<file path="config.mk">
export PLATFORM = sky130hd
export DESIGN_NAME = ir_remote_command_receiver
export DESIGN_NICKNAME = d
export VERILOG_FILES = /design/src/verilog/ir_rx_pkg.sv /design/src/verilog/ir_pulse_timer.sv /design/src/verilog/ir_remote_command_receiver.sv
export SDC_FILE = /design/constraint.sdc
export NUM_CORES = 1
export LEC_CHECK = 0
export BUFFER_PORTS_ARGS = -buffer_cell sky130_fd_sc_hd__buf_2
export CAP_MARGIN = 40
export CELL_PAD_IN_SITES_DETAIL_PLACEMENT = 0
export CELL_PAD_IN_SITES_GLOBAL_PLACEMENT = 1
export CORE_MARGIN = 1
export CORE_UTILIZATION = 47
export DETAILED_ROUTE_END_ITERATION = 7
export PLACE_DENSITY_LB_ADDON = 0.1
export SLEW_MARGIN = 20
export SYNTH_ARGS = -nofsm -noshare
export SYNTH_HDL_FRONTEND = slang
export SYNTH_SLANG_ARGS = --single-unit
</file>
<file path="constraint.sdc">
create_clock -name clock -period 8.1 [get_ports clock]
set_input_delay 2.025 -clock clock [delete_from_list [all_inputs] [get_ports clock]]
set_output_delay 2.025 -clock clock [all_outputs]
set_load 0.1 [all_outputs]
</file>
<file path="src/verilog/ir_rx_pkg.sv">
// shared constants and types for the infrared command receiver
package ir_rx_pkg;
    // register offsets; printed indices are not all multiples of four
    localparam logic [11:0] IDX_SHORT_PRESS = 12'h001;
    localparam logic [11:0] IDX_REMOTE_CMD = 12'h020;
    localparam logic [11:0] IDX_CONFIG_FLAGS = 12'h0c0;
    localparam logic [11:0] IDX_IRQ_MASK = 12'h0c1;
    localparam logic [11:0] IDX_PAIRED_ID = 12'h0c2;
    localparam logic [11:0] IDX_DISPLAY = 12'h0c3;
    // field positions
    localparam int IR_CMD_BIT = 0;
    localparam int PAIR_BIT = 0;
    // ir frame fields
    localparam int CMD_PAGE_LSB = 11;
    localparam logic [4:0] SUPPORTED_PAGE = 5'h0e;
    // button codes on the id-capable remote
    localparam logic [6:0] KEY_MENU = 7'h01;
    localparam logic [6:0] KEY_RIGHT = 7'h03;
    localparam logic [6:0] KEY_LEFT = 7'h04;
    localparam logic [6:0] KEY_CENTER = 7'h2e;
    // event bits of the short-press status register
    localparam int EV_CMD = 0;
    localparam int EV_PAIR = 1;
    localparam int EV_UNPAIR = 2;
    localparam int EV_BAD = 3;
    localparam int EV_W = 4;
    // timing in microseconds and derived clock counts at 125 MHz
    localparam int CLK_MHZ = 125;
    localparam int LEAD_MARK_MIN_US = 8000;
    localparam int LEAD_SPACE_MIN_US = 3500;
    localparam int REP_SPACE_MAX_US = 3000;
    localparam int BIT_ONE_MIN_US = 1100;
    localparam int GAP_MAX_US = 120000;
    localparam int HOLD_MS = 6000;
    localparam int LEAD_MARK_CYC = LEAD_MARK_MIN_US * CLK_MHZ;
    localparam int LEAD_SPACE_CYC = LEAD_SPACE_MIN_US * CLK_MHZ;
    localparam int REP_SPACE_CYC = REP_SPACE_MAX_US * CLK_MHZ;
    localparam int BIT_ONE_CYC = BIT_ONE_MIN_US * CLK_MHZ;
    localparam int GAP_CYC = GAP_MAX_US * CLK_MHZ;
    // repeats arrive every 108 ms; a 6 s hold is 56 of them
    localparam int REPEAT_MS = 108;
    localparam int HOLD_REPEATS = (HOLD_MS + REPEAT_MS - 1) / REPEAT_MS;
    typedef struct packed {
        logic [7:0] remote_id;
        logic [6:0] button;
    } remote_cmd_t;
    typedef enum logic [2:0] {
        ST_IDLE = 3'b000,
        ST_LEAD_MARK = 3'b001,
        ST_LEAD_SPACE = 3'b010,
        ST_BIT_MARK = 3'b011,
        ST_BIT_SPACE = 3'b100,
        ST_STOP = 3'b101
    } rx_state_t;
    function automatic logic [11:0] word_index(input logic [13:0] paddr);
        word_index = paddr[13:2];
    endfunction : word_index
endpackage : ir_rx_pkg
</file>
<file path="src/verilog/ir_pulse_timer.sv">
// saturating duration counter for ir mark and space lengths
`timescale 1ns/1ns
module ir_pulse_timer #(
    parameter int WIDTH = 25
) (
    input wire logic clock,
    input wire logic rst_n,
    input wire logic enable,
    input wire logic restart,
    output logic [WIDTH-1:0] count
);
    always_ff @(posedge clock or negedge rst_n) begin
        if (!rst_n) begin
            count <= '0;
        end else if (enable) begin
            if (restart) begin
                count <= '0;
            end else if (count != '1) begin
                count <= count + 1'b1;
            end
        end
    end
endmodule : ir_pulse_timer

</file>
<file path="src/verilog/ir_remote_command_receiver.sv">
// infrared remote command receiver with pairing and apb registers
// What this block does
// - accept only maker code and page 0xe
// - set command flag on accepted command
// - store button and remote id at 32
// - basic remote bypasses the pairing filter
// - while paired accept only matching id
// - menu+right 6s stores id, sets flag
// - show pairing indication after pairing
// - unpair by software clear or menu+left
// - show unpairing indication after menu+left unpairing
//
// Implementation choices: register access over APB and the register addresses.
`timescale 1ns/1ns
module ir_remote_command_receiver
    import ir_rx_pkg::*;
#(
    // arbitrary neutral maker code
    parameter logic [7:0] MAKER_CODE = 8'h5a,
    parameter logic [7:0] BASIC_ID = 8'h00,
    parameter int HOLD_COUNT = HOLD_REPEATS,
    parameter int INDICATE_CYC = 250000000,
    parameter int GAP_LIMIT = GAP_CYC,
    // divides every pulse threshold so that short benches can scale time
    parameter int TIME_DIV = 1
) (
    input wire logic clock,
    input wire logic reset_n,
    input wire logic clock_enable,
    input wire logic ir_in_n,
    input wire logic psel,
    input wire logic penable,
    input wire logic pwrite,
    input wire logic [13:0] paddr,
    input wire logic [31:0] pwdata,
    output logic [31:0] prdata,
    output logic pready,
    output logic pslverr,
    output logic irq,
    output logic pairing_indication,
    output logic unpairing_indication
);
    logic rst_meta_n;
    logic rst_n;
    always_ff @(posedge clock or negedge reset_n) begin
        if (!reset_n) begin
            rst_meta_n <= 1'b0;
            rst_n <= 1'b0;
        end else begin
            rst_meta_n <= 1'b1;
            rst_n <= rst_meta_n;
        end
    end

    logic ce;
    assign ce = clock_enable;
    logic mark;
    assign mark = ~ir_in_n;
    logic mark_q;
    rx_state_t state;
    logic [24:0] dur;
    logic [5:0] bit_cnt;
    logic [31:0] shift;
    logic edge_seen;
    assign edge_seen = mark ^ mark_q;

    ir_pulse_timer #(.WIDTH(25)) u_timer (
        .clock(clock),
        .rst_n(rst_n),
        .enable(ce),
        .restart(edge_seen),
        .count(dur)
    );

    // one-cycle results of the decoder
    logic frame_done;
    logic repeat_done;
    logic frame_bad;
    always_ff @(posedge clock or negedge rst_n) begin
        if (!rst_n) begin
            mark_q <= 1'b0;
            state <= ST_IDLE;
            bit_cnt <= 6'h00;
            shift <= 32'h0000_0000;
            frame_done <= 1'b0;
            repeat_done <= 1'b0;
            frame_bad <= 1'b0;
        end else if (ce) begin
            mark_q <= mark;
            frame_done <= 1'b0;
            repeat_done <= 1'b0;
            frame_bad <= 1'b0;
            case (state)
                ST_IDLE: begin
                    if (mark) begin
                        state <= ST_LEAD_MARK;
                    end
                end
                ST_LEAD_MARK: begin
                    if (!mark) begin
                        if (dur >= 25'(LEAD_MARK_CYC / TIME_DIV)) begin
                            state <= ST_LEAD_SPACE;
                        end else begin
                            state <= ST_IDLE;
                            frame_bad <= 1'b1;
                        end
                    end
                end
                ST_LEAD_SPACE: begin
                    if (mark) begin
                        bit_cnt <= 6'h00;
                        if (dur >= 25'(LEAD_SPACE_CYC / TIME_DIV)) begin
                            state <= ST_BIT_MARK;
                        end else if (dur <= 25'(REP_SPACE_CYC / TIME_DIV)) begin
                            state <= ST_STOP;
                            bit_cnt <= 6'h3f;
                        end else begin
                            state <= ST_IDLE;
                            frame_bad <= 1'b1;
                        end
                    end
                end
                ST_BIT_MARK: begin
                    if (!mark) begin
                        state <= (bit_cnt == 6'd32) ? ST_STOP : ST_BIT_SPACE;
                    end
                end
                ST_BIT_SPACE: begin
                    if (mark) begin
                        // lsb first, distance gives the bit value
                        shift <= {dur >= 25'(BIT_ONE_CYC / TIME_DIV),
                                  shift[31:1]};
                        bit_cnt <= bit_cnt + 6'h01;
                        state <= ST_BIT_MARK;
                    end else if (dur >= 25'(LEAD_SPACE_CYC / TIME_DIV)) begin
                        state <= ST_IDLE;
                        frame_bad <= 1'b1;
                    end
                end
                ST_STOP: begin
                    if (!mark) begin
                        state <= ST_IDLE;
                        if (bit_cnt == 6'h3f) begin
                            repeat_done <= 1'b1;
                        end else begin
                            frame_done <= 1'b1;
                        end
                    end
                end
                default: begin
                    state <= ST_IDLE;
                end
            endcase
        end
    end

    // frame layout: maker byte, page/id byte, command byte, inverted command
    logic [7:0] f_maker;
    logic [7:0] f_cmd;
    logic [7:0] f_cmd_n;
    logic [7:0] f_id;
    logic [4:0] f_page;
    assign f_maker = shift[7:0];
    assign f_id = shift[15:8];
    assign f_cmd = shift[23:16];
    assign f_cmd_n = shift[31:24];
    assign f_page = {1'b0, shift[CMD_PAGE_LSB+3:CMD_PAGE_LSB]};

    logic check_ok;
    assign check_ok = (f_cmd == ~f_cmd_n);
    logic frame_ok;
    assign frame_ok = frame_done && check_ok && (f_maker == MAKER_CODE)
                      && (f_page == SUPPORTED_PAGE);

    logic paired;
    logic [7:0] paired_id;
    logic [7:0] rx_id;
    // id rides in the three bits below the page field
    assign rx_id = {5'h00, f_id[2:0]};
    logic basic_remote;
    assign basic_remote = (rx_id == BASIC_ID);
    logic id_match;
    assign id_match = !paired || basic_remote || (rx_id == paired_id);
    logic accept;
    assign accept = frame_ok && id_match;

    remote_cmd_t remote_cmd;
    always_ff @(posedge clock or negedge rst_n) begin
        if (!rst_n) begin
            remote_cmd <= '0;
        end else if (ce && accept) begin
            remote_cmd <= '{remote_id: rx_id, button: f_cmd[6:0]};
        end
    end

    // hold tracking: last raw frame and repeat count
    logic [6:0] held_key;
    logic [7:0] held_id;
    logic [7:0] rep_cnt;
    logic hold_fired;
    logic [24:0] gap;
    always_ff @(posedge clock or negedge rst_n) begin
        if (!rst_n) begin
            held_key <= 7'h00;
            held_id <= 8'h00;
            rep_cnt <= 8'h00;
            gap <= 25'h0;
        end else if (ce) begin
            if (frame_ok) begin
                held_key <= f_cmd[6:0];
                held_id <= rx_id;
                rep_cnt <= 8'h00;
                gap <= 25'h0;
            end else if (repeat_done) begin
                if (rep_cnt != 8'hff) begin
                    rep_cnt <= rep_cnt + 8'h01;
                end
                gap <= 25'h0;
            end else if (gap >= 25'(GAP_LIMIT)) begin
                rep_cnt <= 8'h00;
            end else begin
                gap <= gap + 25'h1;
            end
        end
    end
    assign hold_fired = repeat_done && (rep_cnt == 8'(HOLD_COUNT - 1));

    // a combination is sent as the second key's code repeated; the remote
    // reports combos as the second key, and menu is implied by the combo
    logic do_pair;
    logic do_unpair;
    assign do_pair = hold_fired && (held_key == KEY_RIGHT)
                     && (held_id != BASIC_ID);
    assign do_unpair = hold_fired && (held_key == KEY_LEFT);

    // apb decode
    logic [11:0] idx;
    assign idx = word_index(paddr);
    logic wr_en;
    logic rd_en;
    assign wr_en = psel && penable && pwrite && ce;
    assign rd_en = psel && penable && !pwrite && ce;
    logic sw_unpair;
    assign sw_unpair = wr_en && (idx == IDX_CONFIG_FLAGS)
                       && !pwdata[PAIR_BIT];

    always_ff @(posedge clock or negedge rst_n) begin
        if (!rst_n) begin
            paired <= 1'b0;
            paired_id <= 8'h00;
        end else if (ce) begin
            if (do_pair) begin
                paired <= 1'b1;
                paired_id <= held_id;
            end else if (do_unpair || sw_unpair) begin
                paired <= 1'b0;
            end
        end
    end

    logic [EV_W-1:0] events;
    assign events = {frame_bad, do_unpair, do_pair, accept};
    logic [EV_W-1:0] status;
    logic [EV_W-1:0] mask;
    always_ff @(posedge clock or negedge rst_n) begin
        if (!rst_n) begin
            status <= '0;
        end else if (ce) begin
            // status flags; set wins over read clear
            if (rd_en && idx == IDX_SHORT_PRESS) begin
                status <= events;
            end else begin
                status <= status | events;
            end
        end
    end
    always_ff @(posedge clock or negedge rst_n) begin
        if (!rst_n) begin
            mask <= '0;
        end else if (wr_en && idx == IDX_IRQ_MASK) begin
            mask <= pwdata[EV_W-1:0];
        end
    end
    assign irq = |(status & mask);

    // display indication timers
    logic [27:0] pair_tmr;
    logic [27:0] unpair_tmr;
    always_ff @(posedge clock or negedge rst_n) begin
        if (!rst_n) begin
            pair_tmr <= 28'h0;
            unpair_tmr <= 28'h0;
        end else if (ce) begin
            if (do_pair) begin
                pair_tmr <= 28'(INDICATE_CYC);
                unpair_tmr <= 28'h0;
            end else if (pair_tmr != 28'h0) begin
                pair_tmr <= pair_tmr - 28'h1;
            end
            if (do_unpair) begin
                unpair_tmr <= 28'(INDICATE_CYC);
                pair_tmr <= 28'h0;
            end else if (unpair_tmr != 28'h0 && !do_pair) begin
                unpair_tmr <= unpair_tmr - 28'h1;
            end
        end
    end
    always_ff @(posedge clock or negedge rst_n) begin
        if (!rst_n) begin
            pairing_indication <= 1'b0;
            unpairing_indication <= 1'b0;
        end else if (ce) begin
            pairing_indication <= (pair_tmr != 28'h0);
            unpairing_indication <= (unpair_tmr != 28'h0);
        end
    end

    // read data registered in the setup phase; no wait states
    logic rd_valid;
    always_ff @(posedge clock or negedge rst_n) begin
        if (!rst_n) begin
            prdata <= 32'h0000_0000;
            rd_valid <= 1'b0;
            pslverr <= 1'b0;
        end else if (ce) begin
            rd_valid <= psel && penable && !rd_valid;
            pslverr <= 1'b0;
            if (psel && !penable) begin
                pslverr <= 1'b0;
                case (idx)
                    IDX_SHORT_PRESS: prdata <= 32'(status);
                    IDX_REMOTE_CMD: prdata <= 32'(remote_cmd);
                    IDX_CONFIG_FLAGS: prdata <= 32'(paired);
                    IDX_IRQ_MASK: prdata <= 32'(mask);
                    IDX_PAIRED_ID: prdata <= 32'(paired_id);
                    IDX_DISPLAY: prdata <= 32'({unpairing_indication,
                                                pairing_indication});
                    default: prdata <= 32'h0000_0000;
                endcase
            end
        end
    end
    assign pready = 1'b1;
endmodule : ir_remote_command_receiver

</file>
* Word-level counts from Yosys, hierarchy flattened
Index checks and enable logic that the tools add are counted.
** Word-level totals
- Register bits after elaboration :: 227
- Latch bits :: 0
- RAM bits :: 0
- Memory bits (read-only) :: 0
- Output and inout bits :: 37
- Word-level logic and storage cells :: 174
- Memories kept :: 0
** Operators by class
- Add/sub/neg operators :: 6
- Multiply operators :: 0
- Div/mod/pow operators :: 0
- Order comparisons :: 5
- Eq/ne operators :: 31
- Shift operators :: 0
- Muxes and demuxes :: 50
- Bitwise operators :: 5
- Reductions and logical operators :: 52
** Operators by type and width (count)
- 28-bit two-way mux :: 6
- 25-bit two-way mux :: 5
- 10-bit one-hot mux with 6 select lines :: 1
- 28-bit nonzero test :: 2
- 28-bit by 1-bit subtractor with 28-bit output, second input constant :: 2
- 25-bit by 1-bit adder with 25-bit output, second input constant :: 2
- 12-bit by 8-bit == test with 1-bit output, second input constant :: 4
- 8-bit two-way mux :: 4
- 3-bit two-way mux :: 9
- 25-bit by 18-bit greater-or-equal comparator with 1-bit output, second input constant :: 1
- 25-bit by 19-bit greater-or-equal comparator with 1-bit output, second input constant :: 1
- 25-bit by 20-bit greater-or-equal comparator with 1-bit output, second input constant :: 1
- 25-bit by 24-bit greater-or-equal comparator with 1-bit output, second input constant :: 1
- 25-bit by 19-bit <= comparator with 1-bit output, second input constant :: 1
- 25-bit inequality test, second input constant :: 1
- 6-bit two-way mux :: 4
- 1-bit logical AND :: 20
- 3-bit one-hot mux with 6 select lines :: 1
- 1-bit two-way mux :: 16
- 2-bit AND reduction :: 8
- 12-bit by 1-bit == test with 1-bit output, second input constant :: 1
- 12-bit by 6-bit == test with 1-bit output, second input constant :: 1
- 6-bit == test, second input constant :: 2
- 2-bit inequality test, second input constant :: 6
- other kinds (35) :: 49

* Logic depth before layout (Yosys ltp)
- Depth in word-level cells :: 8
- Gate-level depth with buffers :: 9

* Hierarchy
A second synthesis with hierarchy kept.
** Second synthesis, totals
- Cells, all modules :: 1204
- Area, all modules :: 11398.4 um2
** Modules (own cells, without submodules)
- ir_remote_command_receiver :: instances 1, cells an instance 1030, area each 9808.2 um2, seq. area each 4504.3 um2
- ir_pulse_timer :: instances 1, cells an instance 174, area each 1590.3 um2, seq. area each 625.6 um2

* Worst setup path before layout
OpenSTA, ideal clock, no wires.
- Kind :: in2reg
- From :: input port paddr[11]
- To :: register mask[0]
- Arrival :: 3.811 ns
- Required time :: 7.975 ns
- Path slack :: 4.164 ns
- Stages on the path :: 5
- Path through :: or4_1 nor4_1 nand2_1 nor3_1 mux2_2
** On the way
- Cells in the longest elaborated chain, start to end :: 2
** RTL lines
- start: declaration :: line ir_remote_command_receiver.sv:34 : input wire logic [13:0] paddr,
- 12-bit by 8-bit == test with 1-bit output :: line ir_remote_command_receiver.sv:280 : end else if (wr_en && idx == IDX_IRQ_MASK) begin
- 1-bit logical AND :: line ir_remote_command_receiver.sv:280
- end signal: assignment :: line ir_remote_command_receiver.sv:281 : mask <= pwdata[EV_W-1:0];
- end: declaration :: line ir_remote_command_receiver.sv:264 : logic [EV_W-1:0] mask;
Every way passes these cells.
A chain may end at the register's enable or synchronous reset.

* Worst setup path after layout
- From :: input port clock_enable
- To :: register gap[13]
** On the way
- Cells in the longest elaborated chain, start to end :: 1
** RTL lines
- start: declaration :: line ir_remote_command_receiver.sv:29 : input wire logic clock_enable,
- 2-bit AND reduction (no source line)
- end signal: assignment :: line ir_remote_command_receiver.sv:222 : gap <= gap + 25'h1;
- end: declaration :: line ir_remote_command_receiver.sv:201 : logic [24:0] gap;
Every way passes these cells.

==> impl_metrics.json <==
{
  "mostFrequentLayoutCell": "dfrtp_1",
  "synthArstFlopShare": 1.000,
  "dp_cells": 1479,
  "post-route-period-util": 0.4985,
  "rrSetupSlack_ps": 4340,
  "dr.pass1.iters": 5,
  "setup_viol": 0,
  "final_nets": 1256,
  "drtAntennaViolNets": 0,
  "grt_pass1_wl_um": 41990,
  "yosys.area.top_type": "dfrtp_1",
  "critPathLaunchType": "input port",
  "yosys_most_used_dff": "dfrtp_1",
  "synth-edff-count": 0,
  "power.density_nw_per_um2": 220.9,
  "syn_area_per_cell_um2": 9.452,
  "status": "finished, final reports clean",
  "grt_pass1_vias": 8156,
  "rr_endpoint": "remote_cmd[8]$_DFFE_PN0P_",
  "path_cells": "buf_2 > buf_4 > inv_1 > o41ai_4 > buf_4 > a21oi_2 > buf_6 > or4_1 > a21oi_1",
  "synth_cell_types": 69,
  "min_period_ps": 4038,
  "wl_met3_um": 857,
  "nFillCells": 2164,
  "cts.clk_slew.worst_paths_ps": 60,
  "met1_length_um": 12340,
  "overflow": 0,
  "synthCells": 1175,
  "post_cts_buffers": 0,
  "coreArea_um2": 22920,
  "cts_tree": "yes",
  "syn-cell-area_um2": 11110,
  "layout.cells.non_filler": 1517,
  "drc_errors": 0,
  "rows": 55,
  "yosysTopAreaCellShare": 0.4619,
  "slowest_stage": "or4_1",
  "cp.required_ps": 8540,
  "synth.area.top_cells": "dfrtp_1 46%, mux2_2 6.2%, nor2_1 3.6%",
  "drt_iter0_markers": 442,
  "wl_met2_um": 11360,
  "antenna_cells": 0,
  "cts_max_path_buffers": 3,
  "antenna_found_initial": 0,
  "p_leak_uw": 0.005443,
  "grtUsageTotal": 0.2107,
  "grt_start_max_net_pins": 58,
  "slew_violations": 0,
  "crit_start": "clock_enable",
  "die_y_um": 155.7,
  "routedWlPerCell_um": 16.44,
  "top_layer": "met4",
  "ir_worst_vdd_mv": 0.1465,
  "port_buffers": 35,
  "tightest_slew_ps": 864.3,
  "start_util": 0.4846,
  "min_path_type": "reg2async",
  "critPathMaxStageDelay_ps": 500,
  "maxCapViolations": 0,
  "fp.dieW_um": 155.7,
  "ys_warn_count": 0,
  "hold_viol": 0,
  "cts_sinks": 205,
  "ios": 90,
  "setup.worst_path.end": "gap[13]$_DFFE_PN0P_",
  "skew_ps": 8.548,
  "cts.repair.resized": 0,
  "cp-end-kind": "flop",
  "crit_type": "in2reg",
  "cts-hold-fix-buffers": 0,
  "rsz0062_at_grt": "no",
  "cts-buffers-inserted": 23,
  "via_per_inst": 5.684,
  "syn_to_final_growth_pct": 10.35,
  "cts_root_buffer": "clkbuf_16",
  "critPathMaxFanout": 35,
  "clock.fmax_mhz": 247.6,
  "final_cell_mix": "204 x dfrtp_1, 105 x nor2_1, 101 x nand2_1, 69 x a21oi_1, 61 x mux2_2",
  "ys_ff_latch": 205,
  "r2r.worst_path.cells": 7,
  "slew_headroom": 0.4189,
  "cts_htree_levels": 1,
  "rr_startpoint": "shift[2]$_DFFE_PN0P_",
  "tns_ps": 0,
  "clk_latency_ps": 510,
  "die_area_um2": 24250,
  "path_common_cell": "buf_4",
  "fin_util": 0.5348,
  "cp.arrival_ps": 4480,
  "gp_congestion": 0.7832,
  "yosysSeqAreaShare": 0.4619,
  "drive_above_1_share": 0.1429,
  "hpwl_um": 16790,
  "drt_wl_total_um": 24940,
  "num_vias": 8622
}
[cell families after synthesis]
family,count (synthesis),synth area share
other,2,0.0006762
adder cells (fa/ha/maj),11,0.01239
AO/OA/AOI/OAI,228,0.1335
AND/OR/NAND/NOR,485,0.2279
multiplexers,64,0.06456
flip-flops,205,0.4619
buffers and inverters,115,0.04777
XOR/XNOR,65,0.05126
[worst min path at each step]
stage                                          to  cells after the start  slack, ps
detailed placement  u_timer.count[15]$_DFFE_PN0P_                      0        250
finish              u_timer.count[15]$_DFFE_PN0P_                      0        240
floorplan                         rst_n$_DFF_PN0_                      0        330
global placement                  rst_n$_DFF_PN0_                      0        340
CTS                        bit_cnt[4]$_DFFE_PN0P_                      0        260
global route               bit_cnt[4]$_DFFE_PN0P_                      0        280
[area by class of cell]
class                           instances  area, µm²  share of cell area
Clock buffer                           26      586.8             0.04788
Clock inverter                         11      113.9            0.009290
Inverter                               29      108.9            0.008882
Multi-Input combinational cell        878       5547              0.4526
Sequential cell                       205       5134              0.4189
Tap cell                              313      391.6             0.03196
Timing Repair Buffer                   55      374.1             0.03053
[cell usage after synthesis, drive strengths merged (10+ instances only)]
master / count
o21ai: 52
buf: 32
inv: 29
dfrtp: 205
or4: 19
a31oi: 10
nor4: 30
o31ai: 13
mux2: 61
xnor2: 34
xor2: 31
or3: 28
nand3: 45
nor2: 106
nor3: 39
nand4: 26
nand2: 101
ha: 11
clkbuf: 54
a21oi: 70
and3: 17
[critical path, delay by kind of cell]
family,cells,cell delay [ps]
AO/OA/AOI/OAI,3,650
buffers and inverters,5,1280
AND/OR/NAND/NOR,1,500
[through the flow]
| step | setup slack (ps) | power, µW | instance area (µm²) | hold WS, ps |
|---|---|---|---|---|
| after floorplan | 1964 | 1622 | 11190 | 331.2 |
| after global placement | 3533 | 1718 | 11460 | 340.0 |
| after detailed placement | 3504 | 1732 | 11540 | 253.8 |
| after CTS | 4044 | 2744 | 12240 | 255.1 |
| after global routing | 3855 | 2865 | 12260 | 279.6 |
| final | 4062 | 2707 | 12260 | 236.9 |
[flip-flops by register name, summed over array words and instances, names as in the netlist, 4 cells and up]
register       flops
remote_cmd        10
prdata            10
unpair_tmr        28
pair_tmr          28
status             4
shift             32
gap               25
held_key           7
bit_cnt            6
u_timer.count     25
rep_cnt            8
mask               4
[where the power goes]
group          internal (µW)  total (µW)  switching, µW
Sequential              1140        1280            135
Combinational            164         437            273
Clock                    580         992            412
[routing by layer]
layer,up-vias,GRT usage
met5,-,0
met4,0,0.04202
met3,31,0.02722
met2,125,0.3357
met1,4219,0.3076
li1,4247,-
(Power assumes the default switching activity.)
